### src/rtl/pss_pkg.sv
// pss_pkg: constants, types and decode helpers for the power sequencer
// assumes a 40 MHz system clock; all users refer to names as pss_pkg::name
package pss_pkg;

  // clock rate and timing
  localparam int CLK_HZ = 40000000;
  localparam int PIN_LOW_MIN_MS = 5;
  localparam int PIN_LOW_CYC = (CLK_HZ / 1000) * PIN_LOW_MIN_MS;
  localparam int BOOT_MAX_MS = 300;
  localparam int BOOT_CYC = (CLK_HZ / 1000) * BOOT_MAX_MS;
  localparam logic [4:0] RST_CYC = 5'h10; // core reset pulse length

  // transaction prefixes
  localparam logic [1:0] PFX_READ = 2'h0;
  localparam logic [1:0] PFX_HOSTCMD = 2'h1;
  localparam logic [1:0] PFX_WRITE = 2'h2;
  localparam logic [1:0] PFX_UNDEF = 2'h3;

  // host command opcodes (values arbitrary)
  localparam logic [7:0] CMD_ACTIVE = 8'h40;
  localparam logic [7:0] CMD_STANDBY = 8'h41;
  localparam logic [7:0] CMD_SLEEP = 8'h42;
  localparam logic [7:0] CMD_PWRDOWN = 8'h43;
  localparam logic [7:0] CMD_EXTERNAL_CLOCK_SELECT = 8'h44;
  localparam logic [7:0] CMD_CLKINT = 8'h48;
  localparam logic [7:0] CMD_CLKMUL = 8'h61;
  localparam logic [7:0] CMD_RSTPULSE = 8'h68;
  localparam logic [7:0] CMD_PINSTATE = 8'h70;

  // memory map
  localparam logic [21:0] GRAM_END = 22'h03ffff;
  localparam logic [21:0] FONT_BASE = 22'h2c0000;
  localparam logic [21:0] FONT_END = 22'h2fffff;
  localparam logic [21:0] DLIST_BASE = 22'h300000;
  localparam logic [21:0] DLIST_END = 22'h301fff;
  localparam logic [21:0] REGS_BASE = 22'h302000;
  localparam logic [21:0] REGS_END = 22'h302fff;
  localparam logic [21:0] CMDBUF_BASE = 22'h308000;
  localparam logic [21:0] CMDBUF_END = 22'h308fff;
  localparam logic [21:0] ENG_RST_ADDR = 22'h302020;

  // engine reset control
  localparam logic [2:0] ENG_RST_RESET = 3'h2;
  localparam int ENG_GFX_BIT = 0;
  localparam int ENG_TOUCH_BIT = 1;
  localparam int ENG_AUDIO_BIT = 2;

  // pin groups, two mode bits each; low groups 0..7, float 8..11
  localparam int PIN_GROUPS = 12;
  localparam logic [1:0] PIN_NORMAL = 2'h0;
  localparam logic [1:0] PIN_HOLD = 2'h1;
  localparam logic [1:0] PIN_LOW = 2'h2;
  localparam logic [1:0] PIN_FLOAT = 2'h3;
  localparam logic [23:0] OFF_PIN_DEFAULT = 24'hffaaaa;

  typedef enum logic [2:0] {
    ST_SLEEP = 3'h0,
    ST_BOOT_CLK = 3'h1,
    ST_BOOT_RAM = 3'h2,
    ST_ACTIVE = 3'h3,
    ST_STANDBY = 3'h4,
    ST_PWRDOWN = 3'h5,
    ST_RESET = 3'h6
  } pss_state_type;

  typedef enum logic [2:0] {
    RGN_GRAM = 3'h0,
    RGN_FONT = 3'h1,
    RGN_DLIST = 3'h2,
    RGN_REGS = 3'h3,
    RGN_CMDBUF = 3'h4,
    RGN_RESERVED = 3'h7
  } pss_rgn_type;

  typedef struct packed {
    logic [1:0] prefix;
    logic [21:0] addr;
  } pss_hdr_type;

  typedef struct packed {
    logic osc_en;
    logic pll_en;
    logic core_clk_en;
    logic core_pwr_en;
  } pss_clk_type;

  typedef struct packed {
    logic valid;
    logic write;
    pss_rgn_type region;
    logic [21:0] addr;
  } pss_acc_type;

  // map a 22-bit address onto its region
  function automatic pss_rgn_type region_of(input logic [21:0] a);
    if (a <= GRAM_END) return RGN_GRAM;
    if (a >= FONT_BASE && a <= FONT_END) return RGN_FONT;
    if (a >= DLIST_BASE && a <= DLIST_END) return RGN_DLIST;
    if (a >= REGS_BASE && a <= REGS_END) return RGN_REGS;
    if (a >= CMDBUF_BASE && a <= CMDBUF_END) return RGN_CMDBUF;
    return RGN_RESERVED;
  endfunction : region_of

endpackage : pss_pkg

### src/rtl/pss_power_seq.sv
// pss_power_seq: power state, reset and boot sequencer of the controller
// assumes host pins and pll lock are asynchronous; repair done is on sys_clk
module pss_power_seq #(
  parameter int PIN_LOW_CYC = pss_pkg::PIN_LOW_CYC,
  parameter int BOOT_CYC = pss_pkg::BOOT_CYC
) (
  // clock and power-on reset
  input wire logic sys_clk,
  input wire logic rst_n,
  // host pins
  input wire logic spi_sck,
  input wire logic spi_cs_n,
  input wire logic spi_mosi,
  input wire logic chip_off_n,
  // clock generator and ram repair
  input wire logic pll_locked,
  input wire logic ram_repair_done,
  // clock, power and reset controls
  output pss_pkg::pss_clk_type clk_ctrl,
  output logic ext_clock_sel,
  output logic [7:0] clock_mult,
  output logic core_rst_n,
  output logic ram_repair_go,
  output logic boot_timeout,
  // engines and power state
  output logic [2:0] engine_en,
  output logic [2:0] engine_reset_ctrl,
  output pss_pkg::pss_state_type power_state,
  // pin states and access decode
  output logic [23:0] pin_mode,
  output pss_pkg::pss_acc_type access,
  output logic bad_access
);

  logic [4:0] meta_reg;
  logic [4:0] sync_reg;
  logic sck_s, cs_n_s, mosi_s, off_n_s, lock_s;
  logic off_prev_reg;
  logic [23:0] low_cnt_reg;
  logic pin_long_reg;
  pss_pkg::pss_hdr_type hdr;
  logic hdr_stb;
  logic [7:0] data;
  logic data_stb;
  logic [7:0] opcode, param;
  logic cmd_stb;
  logic rst_evt, wake_evt;
  pss_pkg::pss_state_type state_reg;
  logic wake_boot_reg;
  logic boot_pending_reg;
  logic [4:0] rst_cnt_reg;
  logic [23:0] boot_cnt_reg;
  logic eng_wr_pend_reg;
  logic [23:0] off_cfg_reg;
  pss_pkg::pss_clk_type clk_reg;
  logic ext_clk_reg;
  logic [7:0] mult_reg;
  logic core_rst_n_reg;
  logic repair_go_reg;
  logic boot_to_reg;
  logic [2:0] eng_en_reg;
  logic [2:0] eng_rst_reg;
  logic [23:0] pin_mode_reg;
  pss_pkg::pss_acc_type acc_reg;
  logic bad_reg;

  // every output straight from a flop
  assign clk_ctrl = clk_reg;
  assign ext_clock_sel = ext_clk_reg;
  assign clock_mult = mult_reg;
  assign core_rst_n = core_rst_n_reg;
  assign ram_repair_go = repair_go_reg;
  assign boot_timeout = boot_to_reg;
  assign engine_en = eng_en_reg;
  assign engine_reset_ctrl = eng_rst_reg;
  assign power_state = state_reg;
  assign pin_mode = pin_mode_reg;
  assign access = acc_reg;
  assign bad_access = bad_reg;

  // two-stage synchronisers for every asynchronous input
  // reset to the idle pin levels so no false sck edge follows reset
  always_ff @(posedge sys_clk) begin
    if (!rst_n) begin
      meta_reg <= 5'h0a;
      sync_reg <= 5'h0a;
    end else begin
      meta_reg <= {pll_locked, chip_off_n, spi_mosi, spi_cs_n, spi_sck};
      sync_reg <= meta_reg;
    end
  end
  assign sck_s = sync_reg[0];
  assign cs_n_s = sync_reg[1];
  assign mosi_s = sync_reg[2];
  assign off_n_s = sync_reg[3];
  assign lock_s = sync_reg[4];

  pss_spi_rx u_rx (
    .sys_clk(sys_clk),
    .rst_n(rst_n),
    .sck_s(sck_s),
    .cs_n_s(cs_n_s),
    .mosi_s(mosi_s),
    .hdr(hdr),
    .hdr_stb(hdr_stb),
    .data(data),
    .data_stb(data_stb)
  );

  // host command opcode and parameter live in the header itself
  assign opcode = {hdr.prefix, hdr.addr[21:16]};
  assign param = hdr.addr[15:8];
  assign cmd_stb = hdr_stb && hdr.prefix == pss_pkg::PFX_HOSTCMD;

  // off pin low time, saturating so a long hold cannot wrap
  always_ff @(posedge sys_clk) begin
    if (!rst_n) begin
      off_prev_reg <= 1'b1;
      low_cnt_reg <= 24'h000000;
      pin_long_reg <= 1'b0;
    end else begin
      off_prev_reg <= off_n_s;
      if (off_n_s) begin
        low_cnt_reg <= 24'h000000;
        pin_long_reg <= 1'b0;
      end else if (low_cnt_reg >= 24'(PIN_LOW_CYC - 1)) begin
        pin_long_reg <= 1'b1;
      end else begin
        low_cnt_reg <= low_cnt_reg + 24'h000001;
      end
    end
  end

  // reset events outside POWERDOWN, and the wake from it
  assign rst_evt = off_n_s && state_reg != pss_pkg::ST_PWRDOWN &&
    ((off_n_s && !off_prev_reg && pin_long_reg) ||
     (cmd_stb && (opcode == pss_pkg::CMD_RSTPULSE ||
                  opcode == pss_pkg::CMD_EXTERNAL_CLOCK_SELECT ||
                  opcode == pss_pkg::CMD_CLKINT)));
  assign wake_evt = state_reg == pss_pkg::ST_PWRDOWN && off_n_s &&
    cmd_stb && opcode == pss_pkg::CMD_ACTIVE;

  // power state machine; the pin overrides every command
  always_ff @(posedge sys_clk) begin
    if (!rst_n) begin
      state_reg <= pss_pkg::ST_SLEEP;
      wake_boot_reg <= 1'b0;
    end else if (!off_n_s) begin
      state_reg <= pss_pkg::ST_PWRDOWN;
    end else if (wake_evt) begin
      state_reg <= pss_pkg::ST_RESET;
      wake_boot_reg <= 1'b1;
    end else if (rst_evt) begin
      state_reg <= pss_pkg::ST_RESET;
      wake_boot_reg <= 1'b0;
    end else begin
      case (state_reg)
        pss_pkg::ST_RESET: begin
          if (rst_cnt_reg == 5'h00) begin
            state_reg <= wake_boot_reg ? pss_pkg::ST_BOOT_CLK
                                       : pss_pkg::ST_SLEEP;
            wake_boot_reg <= 1'b0;
          end
        end
        pss_pkg::ST_SLEEP: begin
          if (cmd_stb && opcode == pss_pkg::CMD_ACTIVE) begin
            state_reg <= pss_pkg::ST_BOOT_CLK;
          end else if (cmd_stb && opcode == pss_pkg::CMD_PWRDOWN) begin
            state_reg <= pss_pkg::ST_PWRDOWN;
          end
        end
        pss_pkg::ST_BOOT_CLK: begin
          if (lock_s) begin
            state_reg <= boot_pending_reg ? pss_pkg::ST_BOOT_RAM
                                          : pss_pkg::ST_ACTIVE;
          end
        end
        pss_pkg::ST_BOOT_RAM: begin
          if (ram_repair_done) begin
            state_reg <= pss_pkg::ST_ACTIVE;
          end
        end
        pss_pkg::ST_ACTIVE, pss_pkg::ST_STANDBY: begin
          if (cmd_stb && opcode == pss_pkg::CMD_STANDBY) begin
            state_reg <= pss_pkg::ST_STANDBY;
          end else if (cmd_stb && opcode == pss_pkg::CMD_SLEEP) begin
            state_reg <= pss_pkg::ST_SLEEP;
          end else if (cmd_stb && opcode == pss_pkg::CMD_PWRDOWN) begin
            state_reg <= pss_pkg::ST_PWRDOWN;
          end else if (cmd_stb && opcode == pss_pkg::CMD_ACTIVE) begin
            state_reg <= pss_pkg::ST_ACTIVE; // no boot from standby
          end
        end
        pss_pkg::ST_PWRDOWN: begin
          state_reg <= pss_pkg::ST_PWRDOWN; // left only by wake_evt
        end
        default: begin
          state_reg <= pss_pkg::ST_RESET;
        end
      endcase
    end
  end

  // core reset pulse after POR and after each reset event
  always_ff @(posedge sys_clk) begin
    if (!rst_n) begin
      rst_cnt_reg <= pss_pkg::RST_CYC;
      core_rst_n_reg <= 1'b0;
    end else begin
      if (off_n_s && (rst_evt || wake_evt)) begin
        rst_cnt_reg <= pss_pkg::RST_CYC;
      end else if (rst_cnt_reg != 5'h00) begin
        rst_cnt_reg <= rst_cnt_reg - 5'h01;
      end
      core_rst_n_reg <= rst_cnt_reg == 5'h00 &&
        state_reg != pss_pkg::ST_RESET;
    end
  end

  // ram repair needed once after every reset; boot time watchdog
  always_ff @(posedge sys_clk) begin
    if (!rst_n) begin
      boot_pending_reg <= 1'b1;
      boot_cnt_reg <= 24'h000000;
      boot_to_reg <= 1'b0;
      repair_go_reg <= 1'b0;
    end else begin
      if (state_reg == pss_pkg::ST_RESET) begin
        boot_pending_reg <= 1'b1;
        boot_to_reg <= 1'b0;
      end else if (state_reg == pss_pkg::ST_BOOT_RAM && ram_repair_done) begin
        boot_pending_reg <= 1'b0;
      end
      repair_go_reg <= state_reg == pss_pkg::ST_BOOT_RAM &&
        !ram_repair_done;
      if (state_reg == pss_pkg::ST_BOOT_CLK ||
          state_reg == pss_pkg::ST_BOOT_RAM) begin
        if (boot_cnt_reg >= 24'(BOOT_CYC - 1)) begin
          boot_to_reg <= 1'b1;
        end else begin
          boot_cnt_reg <= boot_cnt_reg + 24'h000001;
        end
      end else begin
        boot_cnt_reg <= 24'h000000;
      end
    end
  end

  // clock settings; cleared on power-on reset and on wake, kept across other resets
  always_ff @(posedge sys_clk) begin
    if (!rst_n || wake_evt) begin
      ext_clk_reg <= 1'b0;
      mult_reg <= 8'h00;
    end else if (cmd_stb &&
                 opcode == pss_pkg::CMD_EXTERNAL_CLOCK_SELECT) begin
      ext_clk_reg <= 1'b1;
    end else if (cmd_stb && opcode == pss_pkg::CMD_CLKINT) begin
      ext_clk_reg <= 1'b0;
    end else if (cmd_stb && opcode == pss_pkg::CMD_CLKMUL) begin
      mult_reg <= param;
    end
  end

  // power-down pin configuration survives all but power-on reset
  always_ff @(posedge sys_clk) begin
    if (!rst_n) begin
      off_cfg_reg <= pss_pkg::OFF_PIN_DEFAULT;
    end else if (cmd_stb && opcode == pss_pkg::CMD_PINSTATE &&
                 param[3:0] < 4'(pss_pkg::PIN_GROUPS)) begin
      off_cfg_reg[{param[3:0], 1'b0} +: 2] <= param[5:4];
    end
  end

  // clock and power gating per state
  always_ff @(posedge sys_clk) begin
    if (!rst_n) begin
      clk_reg <= '0;
    end else begin
      case (state_reg)
        pss_pkg::ST_ACTIVE: clk_reg <= 4'hf;
        pss_pkg::ST_STANDBY: clk_reg <= 4'hd;
        pss_pkg::ST_BOOT_CLK, pss_pkg::ST_BOOT_RAM: clk_reg <= 4'hd;
        pss_pkg::ST_SLEEP, pss_pkg::ST_RESET: clk_reg <= 4'h1;
        pss_pkg::ST_PWRDOWN: clk_reg <= 4'h0;
        default: clk_reg <= 4'h0;
      endcase
    end
  end

  // engine reset bits, written by a register write while active
  always_ff @(posedge sys_clk) begin
    if (!rst_n || state_reg == pss_pkg::ST_RESET ||
        state_reg == pss_pkg::ST_PWRDOWN) begin
      eng_rst_reg <= pss_pkg::ENG_RST_RESET;
      eng_wr_pend_reg <= 1'b0;
    end else if (hdr_stb) begin
      eng_wr_pend_reg <= hdr.prefix == pss_pkg::PFX_WRITE &&
        hdr.addr == pss_pkg::ENG_RST_ADDR &&
        state_reg == pss_pkg::ST_ACTIVE;
    end else if (data_stb && eng_wr_pend_reg) begin
      eng_rst_reg <= data[2:0];
      eng_wr_pend_reg <= 1'b0;
    end
  end

  // engines only while active and out of their own reset
  always_ff @(posedge sys_clk) begin
    if (!rst_n) begin
      eng_en_reg <= 3'h0;
    end else begin
      eng_en_reg <= state_reg == pss_pkg::ST_ACTIVE ? ~eng_rst_reg
                                                    : 3'h0;
    end
  end

  // pin modes: hold in standby and sleep, configured set when off
  always_ff @(posedge sys_clk) begin
    if (!rst_n) begin
      pin_mode_reg <= 24'h000000;
    end else begin
      case (state_reg)
        pss_pkg::ST_STANDBY, pss_pkg::ST_SLEEP:
          pin_mode_reg <= {pss_pkg::PIN_GROUPS{pss_pkg::PIN_HOLD}};
        pss_pkg::ST_PWRDOWN: pin_mode_reg <= off_cfg_reg;
        default:
          pin_mode_reg <= {pss_pkg::PIN_GROUPS{pss_pkg::PIN_NORMAL}};
      endcase
    end
  end

  // memory access decode; refused while not active or unmapped
  always_ff @(posedge sys_clk) begin
    if (!rst_n) begin
      acc_reg <= '0;
      bad_reg <= 1'b0;
    end else begin
      acc_reg.valid <= 1'b0;
      bad_reg <= 1'b0;
      if (hdr_stb && hdr.prefix != pss_pkg::PFX_HOSTCMD) begin
        acc_reg.write <= hdr.prefix == pss_pkg::PFX_WRITE;
        acc_reg.region <= pss_pkg::region_of(hdr.addr);
        acc_reg.addr <= hdr.addr;
        if (hdr.prefix == pss_pkg::PFX_UNDEF ||
            pss_pkg::region_of(hdr.addr) == pss_pkg::RGN_RESERVED ||
            state_reg != pss_pkg::ST_ACTIVE) begin
          bad_reg <= 1'b1;
        end else begin
          acc_reg.valid <= 1'b1;
        end
      end
    end
  end
endmodule : pss_power_seq

### src/rtl/pss_spi_rx.sv
// pss_spi_rx: serial receiver for host transactions, mode 0
// assumes sck, cs_n and mosi already pass a two-stage synchroniser
module pss_spi_rx (
  // clock and reset
  input wire logic sys_clk,
  input wire logic rst_n,
  // synchronised serial pins
  input wire logic sck_s,
  input wire logic cs_n_s,
  input wire logic mosi_s,
  // decoded header and data bytes
  output pss_pkg::pss_hdr_type hdr,
  output logic hdr_stb,
  output logic [7:0] data,
  output logic data_stb
);

  logic sck_prev_reg;
  logic [23:0] shift_reg;
  logic [4:0] cnt_reg;
  logic hdr_done_reg;
  logic sck_rise;
  logic [23:0] shift_next;

  assign sck_rise = sck_s & ~sck_prev_reg;
  assign shift_next = {shift_reg[22:0], mosi_s};

  // edge history of the serial clock
  always_ff @(posedge sys_clk) begin
    if (!rst_n) begin
      sck_prev_reg <= 1'b0;
    end else begin
      sck_prev_reg <= sck_s;
    end
  end

  // 24 header bits first, then whole data bytes
  always_ff @(posedge sys_clk) begin
    hdr_stb <= 1'b0;
    data_stb <= 1'b0;
    if (!rst_n) begin
      shift_reg <= 24'h000000;
      cnt_reg <= 5'h00;
      hdr_done_reg <= 1'b0;
      hdr <= '0;
      data <= 8'h00;
    end else if (cs_n_s) begin
      cnt_reg <= 5'h00; // partial bytes are dropped at deselect
      hdr_done_reg <= 1'b0;
    end else if (sck_rise) begin
      shift_reg <= shift_next;
      if (!hdr_done_reg) begin
        if (cnt_reg == 5'h17) begin
          hdr <= shift_next;
          hdr_stb <= 1'b1;
          hdr_done_reg <= 1'b1;
          cnt_reg <= 5'h00;
        end else begin
          cnt_reg <= cnt_reg + 5'h01;
        end
      end else if (cnt_reg == 5'h07) begin
        data <= shift_next[7:0];
        data_stb <= 1'b1;
        cnt_reg <= 5'h00;
      end else begin
        cnt_reg <= cnt_reg + 5'h01;
      end
    end
  end

endmodule : pss_spi_rx

### config.mk
export PLATFORM = sky130hd
export DESIGN_NAME = pss_power_seq
export DESIGN_NICKNAME = d
export VERILOG_FILES = /design/src/rtl/pss_pkg.sv /design/src/rtl/pss_power_seq.sv /design/src/rtl/pss_spi_rx.sv
export SDC_FILE = /design/constraint.sdc
export NUM_CORES = 1
export LEC_CHECK = 0
export ABC_AREA = 1
export BUFFER_PORTS_ARGS = -buffer_cell sky130_fd_sc_hd__clkbuf_2
export CAP_MARGIN = 20
export CELL_PAD_IN_SITES_DETAIL_PLACEMENT = 1
export CELL_PAD_IN_SITES_GLOBAL_PLACEMENT = 1
export CORE_MARGIN = 3
export CORE_UTILIZATION = 44
export CTS_CLUSTER_SIZE = 40
export DETAILED_ROUTE_END_ITERATION = 10
export MAX_ROUTING_LAYER = met4
export PLACE_DENSITY = 0.8
export SETUP_SLACK_MARGIN = 0.02
export SLEW_MARGIN = 10
export SYNTH_ARGS = -nofsm -noshare
export SYNTH_HDL_FRONTEND = slang
export SYNTH_SLANG_ARGS = --single-unit
### constraint.sdc
create_clock -name sys_clk -period 2.3 [get_ports sys_clk]
set_input_delay 0.345 -clock sys_clk [delete_from_list [all_inputs] [get_ports sys_clk]]
set_output_delay 0.345 -clock sys_clk [all_outputs]
set_load 0.01 [all_outputs]
-- Word-level counts from Yosys, hierarchy flattened
Index checks and enable logic that the tools add are counted.
W data, S select, Z words.
- input port bits: 8
- register bits: 228
- output and inout bits: 77
- logic and storage cells: 252
- muxes and demuxes: 76
- shifts and indexed selects: 2
- add/subtract/negate cells: 5
- magnitude comparators: 12
- bitwise operators: 10
- equality and inequality tests: 36
- reduce and logical (&&, ||, !) cells: 72
- operators with widths (operator ; count):
    $ge A22 B22 Y1 const B ; 4
    $le A22 B22 Y1 const B ; 4
    $mux W3 ; 26
    $eq A8 B7 Y1 const B ; 9
    $add A24 B1 Y24 const B ; 2
    $pmux W24 S2 ; 1
    $mux W1 ; 43
    $logic_and A1 B1 Y1 ; 30
    $bwmux W24 ; 1
    $ge A24 B18 Y1 const B ; 1
    $ge A24 B24 Y1 const B ; 1
    $shift A2 B7 Y24 const A ; 1
    $shiftx A2 B7 Y24 ; 1
    $eq A22 B22 Y1 const B ; 1
    $le A22 B18 Y1 const B ; 1
    $ne A5 B5 Y1 const B ; 4
    $pmux W3 S6 ; 1
    $mux W5 ; 3
    $reduce_or A2 Y1 ; 7
    $eq A3 B3 Y1 const B ; 4
    $ne A4 B4 Y1 const B ; 3
    $pmux W4 S3 ; 1
    $reduce_and A2 Y1 ; 6
    $logic_or A1 B1 Y1 ; 10
    30 further kinds ; 48

-- Longest topological paths before layout
Gate-level depths: netlist of the first run.
- depth after elaboration: 33
- gate-level depth with buffers: 12
- depth with buffers taken out: 12

-- Cells and area by module
Synthesis of the first run repeated with hierarchy kept, for this count alone.
- cells, all modules: 1382
- area, all modules: 10179.8 um^2
- by module, submodules not included (module ; cells each ; times used ; sequential area each (um^2) ; area an instance (um^2)):
    pss_power_seq ; 990 ; 1 ; 3363.2 ; 7409.6
    pss_spi_rx ; 392 ; 1 ; 1281.2 ; 2770.2

-- Worst setup path before layout of the first run
No wires, ideal clock.
- path kind: register to register
- start point: register u_rx.hdr[8] (netlist name)
- end point: register off_cfg_reg[0]
- path slack: 606 ps
- required time: 2214 ps
- setup time: 86 ps
- stages on the path, launching flop included: 8
- arrival: 1608 ps
- buffers on the path: 0
- clock period less this slack: 1694 ps
- path through: dfxtp_1 inv_1 ha_1 inv_1 nand4_1 nor3_1 nor2_1 a211oi_1
- word-level cells in the longest chain between the ends: 3
- elaborated cells on any way between the ends: 6
- classes of those cells: add/sub: 1; order compare: 1; shift: 2; mux: 1; reduce/logical: 1
- ends and longest elaborated chain (element ; RTL line ; text):
    $neg A5 Y7 ; pss_power_seq.sv:270 ; off_cfg_reg[{param[3:0], 1'b0} +: 2] <= param[5:4];
    $shiftx A2 B7 Y24 or $shift A2 B7 Y24 (tied branches) ; pss_power_seq.sv:270 ;
    $bwmux W24 ; pss_power_seq.sv:270 ;
    end signal: assignment ; pss_power_seq.sv:267 ; off_cfg_reg <= pss_pkg::OFF_PIN_DEFAULT;
    end signal: indexed assignment ; pss_power_seq.sv:270 ;
    end: declaration ; pss_power_seq.sv:54 ; logic [23:0] off_cfg_reg;
Parallel ways exist; a longest one is shown, timed or not.
A chain may end at the register's enable or synchronous reset.

-- Worst setup path in the final report of the first run
- start point: register state_reg[0] (netlist: power_state[0])
- end point: register boot_to_reg (netlist: boot_timeout)
- word-level cells in the longest chain between the ends: 4
- elaborated cells on any way between the ends: 7
- classes of those cells: eq/ne: 3; mux: 3; reduce/logical: 1
- ends and longest elaborated chain (element ; RTL line ; text):
    start: declaration ; pss_power_seq.sv:48 ; pss_pkg::pss_state_type state_reg;
    start signal: assignment ; pss_power_seq.sv:146 ; state_reg <= pss_pkg::ST_SLEEP;
    start signal: assignment ; pss_power_seq.sv:149 ; state_reg <= pss_pkg::ST_PWRDOWN;
    start signal: assignment ; pss_power_seq.sv:151 ; state_reg <= pss_pkg::ST_RESET;
    $eq A3 B3 Y1 ; pss_power_seq.sv:228 ; if (state_reg == pss_pkg::ST_RESET) begin
    $mux W1 ; pss_power_seq.sv:228 ;
    $mux W1 ; pss_power_seq.sv:238 ; if (boot_cnt_reg >= 24'(BOOT_CYC - 1)) begin
    $mux W1 * ; pss_power_seq.sv:236 ; if (state_reg == pss_pkg::ST_BOOT_CLK ||
    end signal: assignment ; pss_power_seq.sv:225 ; boot_to_reg <= 1'b0;
    end signal: assignment ; pss_power_seq.sv:230 ; boot_to_reg <= 1'b0;
    end signal: assignment ; pss_power_seq.sv:239 ; boot_to_reg <= 1'b1;
    end: declaration ; pss_power_seq.sv:60 ; logic boot_to_reg;
Every way passes the cells marked *; elsewhere a longest branch is shown, timed or not.

==> run metrics, run 1 <==
status finished, final reports clean; vias post-DR 8462; CTS buffer count 25; sequential share of the synthesized area 47.65%; internal power 6.893 mW; root buf cell clkbuf_16; GPL Wtd Cong 0.8659; met3 wire length 1028 um; Cell Area, Placed 10200 sq um; total wire length 26260 um; CTS tree built; syn_area_per_cell 7.648 sq um; num ports 85; initial antenna violation count 0; grt total ovfl 0; Antenna Nets Post-Route 0; worst r2r src power_state[0]$_SDFFE_PN0P_; Syn-to-layout area delta 15.59%; post-route cell area 11020 sq um; DR top layer met4; Worst-Margin Slew around 0.5 ns; Worst slew margin 65.71%; count of state elements after synthesis approximately 230; Switching Fraction between 20 and 30%; RSZ-0062 raised after global routing false; Worst-Skew Late Latency 0.52 ns; Initial Util between 40% and 50%; top-area cell type share of the netlist area 47.65%; Pins Over Slew Limit 0; leak pwr approximately 4.5 nW; IO Port Bufs 84; area of the core 21150 sq um; CP required around 2.7 ns; reg2reg path depth 10; Post-DP HPWL 18520 um; WL/cell 16.21 um; CP endpoint boot_timeout$_SDFF_PN0_; clk sink count 227; Remaining DRCs 0; Crit Reg-Reg Endpoint boot_timeout$_SDFF_PN0_; Yosys Warn Count 0; # H-tree levels 1; P per Cell Area 855.5 nW/um^2; number of global-route vias before repair between 8000 and 9000; Fin Setup TNS 0 ns; most frequent cells in the layout nand2_1 (242), dfxtp_1 (227), nor2_1 (139), inv_1 (128), a21oi_1 (119); Data arrival, critical path 2.51 ns; Worst-path clk slew around 0.060 ns; Hold WS around 0.019 ns; switching pwr roughly 2.5 mW; critical path peak fanout 15; Clock power frac 41.3%; skew final 0.009078 ns; max cap viols 0; fmax 484.2 MHz; final worst path period share 89.79%; largest area contributor in the netlist dfxtp_1; Antenna Diode Count 0; minimum clock period ~2.1 ns; Die Wd 153.2 um; gr usage total 22.29%; Layout fillers 2667; WL met1 12260 um; crit path kind reg -> reg; Yosys cell types 41; most common library cell in the layout ignoring fill and taps nand2_1; Die Area 23480 sq um; Peak VDD IR 446.6 uV; Final Setup Violations 0; First-pass DRT Iterations 5; hold path start spi_cs_n; Seq pwr share 45.3%; Via-to-Cell Ratio approximately 5.2; Post-Syn Nets 1263; routed length on met2 between 10000 and 15000 um; Die Ht around 150 um; Hold Path Class in -> reg; top cells by area, synth dfxtp_1 (48%), nand2_1 (9.5%), a21oi_1 (6.2%), nor2_1 (5.5%), inv_1 (5.1%); crit end category flop; Core Rows between 50 and 60; Hold-fix buffers, CTS 0; total power 9.430 mW; max reg flops 27; beginning of the critical path power_state[0]$_SDFFE_PN0P_; combinational share of power 13.4%; Reg2Reg Setup Slack 0.23 ns; clk buf depth 3; Layout Nets between 1000 and 1500; largest net degree at the start of global routing 109; CP Launch Type flop; Gate Count Post-Synth between 1000 and 1500; synthesized cell area 9537 sq um; Core Util, Final 52.11%; final hold viol count 0; layout cells sized above 1 14.94%; DRT iter0 DRCs 381; first-pass GRT wire length 43060 um
[cell type report]
| type | instances | area [sq um] | area share (%) |
|---|---|---|---|
| clock inverter | 7 | 91.34 | 0.8286 |
| multi-input combinational | 834 | 4250 | 38.56 |
| sequential | 227 | 4544 | 41.23 |
| tap | 275 | 344.1 | 3.121 |
| inverter | 138 | 521.8 | 4.733 |
| clock buffer | 37 | 700.7 | 6.356 |
| timing repair inverter | 1 | 7.507 | 0.06810 |
| timing repair buffer | 101 | 563.0 | 5.108 |
[how the worst min path moves through the flow]
stage,to,cells past startpoint
global placement,sync_reg[3]$_SDFF_PN1_,1
global route,meta_reg[1]$_SDFF_PN1_,2
floorplan,sync_reg[0]$_SDFF_PN0_,2
detailed placement,sync_reg[1]$_SDFF_PN1_,1
CTS,meta_reg[1]$_SDFF_PN1_,2
finish,meta_reg[1]$_SDFF_PN1_,2
[routing by layer]
metal  GRT usage, %  up-vias
li1               -     4210
met1          28.83     4064
met2          37.20      148
met3          2.973       40
met4          5.515        0
met5              -        -
[worst max-delay path: stages, from the launching register on]
cell and delay, ns:
dfxtp_1 0.35, inv_1 0.35, nand2_1 0.14, nor2_1 0.16, inv_1 0.08, nand2_1 0.09
inv_1 0.07, nor2_2 0.26, clkinvlp_4 0.13, buf_4 0.21, o21ai_1 0.16
[repair_timing]
item                       CTS  global route
setup endpoints to repair    0            24
resized for setup            0             3
setup buffers                0             2
[cell usage after synthesis, drive strengths merged]
cell type,n
nor3b,1
o21a,3
ha,8
dfxtp,227
xnor2,13
nand2,249
and2,1
a211oi,13
o2111a,1
nand4,24
or2,5
a21oi,119
nor3,29
nor4,1
xor2,27
o221ai,1
nor2,154
clkbuf,29
o211ai,16
mux2i,1
a31oi,2
o2111ai,1
inv,138
nand3,78
nand3b,4
buf,19
o21ai,83
[stage by stage]
stage | instances | setup WS (ns)
after floorplan | 1247 | 0.6060
after CTS | 1617 | 0.1989
final | 1620 | 0.2348
after detailed placement | 1573 | 0.2105
after global placement | 1573 | 0.3621
after global routing | 1620 | 0.01018
[power groups by stage]
stage | combinational [mW] | sequential [mW] | clock [mW]
after floorplan | 0.760 | 4.39 | 0
after global placement | 1.17 | 4.35 | 0
after detailed placement | 1.21 | 4.35 | 0
after CTS | 1.22 | 4.27 | 3.98
after global routing | 1.41 | 4.30 | 4.16
final | 1.26 | 4.27 | 3.90
[cells by family after synthesis]
family,after synthesis,share of synthesized area [%]
AO/OA/AOI/OAI,239,14.09
XOR/XNOR,40,3.674
adder cells (fa/ha/maj),8,1.050
buffers and inverters,186,7.806
flip-flops,227,47.65
multiplexers,1,0.1050
AND/OR/NAND/NOR,546,25.62
Note: power is estimated with default switching activity, not from simulation.
==> run 2: changes to the inputs <==
- CORE_UTILIZATION: 44 -> 40
- PLACE_DENSITY: 0.8 -> 0.73
==> run 2 against run 1 <==
Compared with the run above: count of clock-buffer cells in the layout is 3 higher; final area increased by 0.51%; fmax grew 6.3%; worst setup slack improved by 0.12 ns; via count fell by 2.0%; non-clock buffer count is 3 lower; hold slack worse by 0.0019 ns; wire length down 2.6%; critical path depth shrank 3; sequential share of layout area down 0.21 points; clock skew decreased by 0.0025 ns; largest power group unchanged.
==> run metrics, run 2 (synthesized netlist as in run 1, its figures left out) <==
num ports 85; Worst-Margin Slew 0.8187 ns; IO Port Bufs 84; Antenna Diode Count 0; Layout Nets around 1300; RSZ-0062 raised after global routing false; Die Area 25730 sq um; CP max stage delay 0.46 ns; CTS tree built; Top Usage Layer GRT met2; Initial Util 41.37%; postcts setup bufs 0; GR Util met3 3.044%; WL/cell between 15 and 20 um; dpl cells 1609; final hold viol count 0; most common library cell in the layout ignoring fill and taps nand2_1; Remaining DRCs 0; crit path kind reg -> reg; total wire length 25570 um; CP required 2.74 ns; Core Util, Final 48.06%; Antenna Nets Post-Route 0; most frequent cells in the layout nand2_1 (242), dfxtp_1 (227), nor2_1 (140), inv_1 (129), a21oi_1 (119); Post-DP HPWL 18390 um; critical path peak fanout 8; crit end category flop; beginning of the critical path u_rx.hdr[8]$_SDFFE_PN0P_; first-pass GRT wire length 42980 um; Syn-to-layout area delta 16.18%; Worst-path clk slew 0.06 ns; Die Ht 160.4 um; clk buf depth 3; Fin Setup TNS 0 ns; CP dominant cell by count inv_1; critical path cell sequence inv_1 > ha_1 > inv_1 > nand4_1 > nor3_1 > nor2_1 > a211oi_1; # H-tree levels 1; area of the core between 20000 and 25000 sq um; initial antenna violation count 0; Worst slew margin between 40% and 50%; vias post-DR 8294; number of global-route vias before repair roughly 8500; worst r2r src u_rx.hdr[8]$_SDFFE_PN0P_; Data arrival, critical path 2.38 ns; Worst-Skew Late Latency 0.52 ns; Hold Path Class in -> reg; Pins Over Slew Limit 0; CP delay by family, top simple AND/OR/NAND/NOR gates; status finished, final reports clean; post-route insts no fill 1655; final worst path period share a little over four fifths; max cap viols 0; Core Rows 55; Via-to-Cell Ratio 5.011; DRT iter0 DRCs 313; Peak VDD IR 617.8 uV; Die Wd ~160 um; leak pwr 4.482 nW; met1 usage 26.71%; met2 Use GR 33.35%; skew final 0.006547 ns; GPL Wtd Cong 0.8276; largest net degree at the start of global routing about 110; root buf cell clkbuf_16; layout cells sized above 1 between 10% and 20%; Buf+Inv Stages, Crit Path 2; Final Setup Violations 0; number of gates resized after CTS 0; Cell Area, Placed 10230 sq um; slowest stage cell, crit path dfxtp_1; hold path start spi_cs_n; First-pass DRT Iterations 4; grt total ovfl 0; P per Cell Area 861.8 nW/um^2; CTS buffer count 26; Hold WS 0.01692 ns; post-route cell area approximately 11000 sq um; gr usage total between 20 and 25%; minimum clock period ~1.9 ns; fmax 514.9 MHz; max reg flops 27; clk sink count 227; CP Launch Type flop
[run 2: power breakdown]
group	internal [mW]	leakage (nW)	total (mW)	switching, mW
clock	2.46	0.399	4.06	1.59
sequential	4.14	1.84	4.26	0.120
combinational	0.421	2.25	1.23	0.813
[run 2: what timing repair did]
| item | in CTS | in global routing |
|---|---|---|
| hold buffers | 1 | 0 |
| endpoints found under the hold margin | 1 | 0 |
| setup endpoints to repair | 0 | 0 |
[run 2: final cells by class]
| class | instances | area (sq um) |
|---|---|---|
| Clock buffer | 40 | 754.5 |
| Clock inverter | 5 | 80.08 |
| Fill cell | 2866 | 11970 |
| Inverter | 138 | 518.0 |
| Multi-Input combinational cell | 834 | 4248 |
| Sequential cell | 227 | 4544 |
| Tap cell | 313 | 391.6 |
| Timing Repair Buffer | 98 | 543.0 |
[run 2: final timing paths]
path / endpoint / cells past startpoint / slack [ns]
setup reg to reg: off_cfg_reg[0]$_SDFFE_PN0P_ / 7 / 0.36
hold / removal: meta_reg[1]$_SDFF_PN1_ / 2 / 0.02
hold reg to reg: sync_reg[1]$_SDFF_PN1_ / 1 / 0.41
setup / recovery: off_cfg_reg[0]$_SDFFE_PN0P_ / 7 / 0.36
[run 2: through the flow]
step	setup slack (ns)	power, mW
floorplan	0.6060	5.154
global placement	0.4537	5.556
detailed placement	0.3601	5.575
CTS	0.3443	9.683
global route	0.1339	10.04
finish	0.3579	9.548
[run 2: routing by layer]
layer,up-vias,routed length [um],part of all wire [%]
met1,3934,12370,48
met2,107,11910,47
met4,0,456,1.8
met3,32,832,3.3
met5,-,0,0
li1,4221,-,-
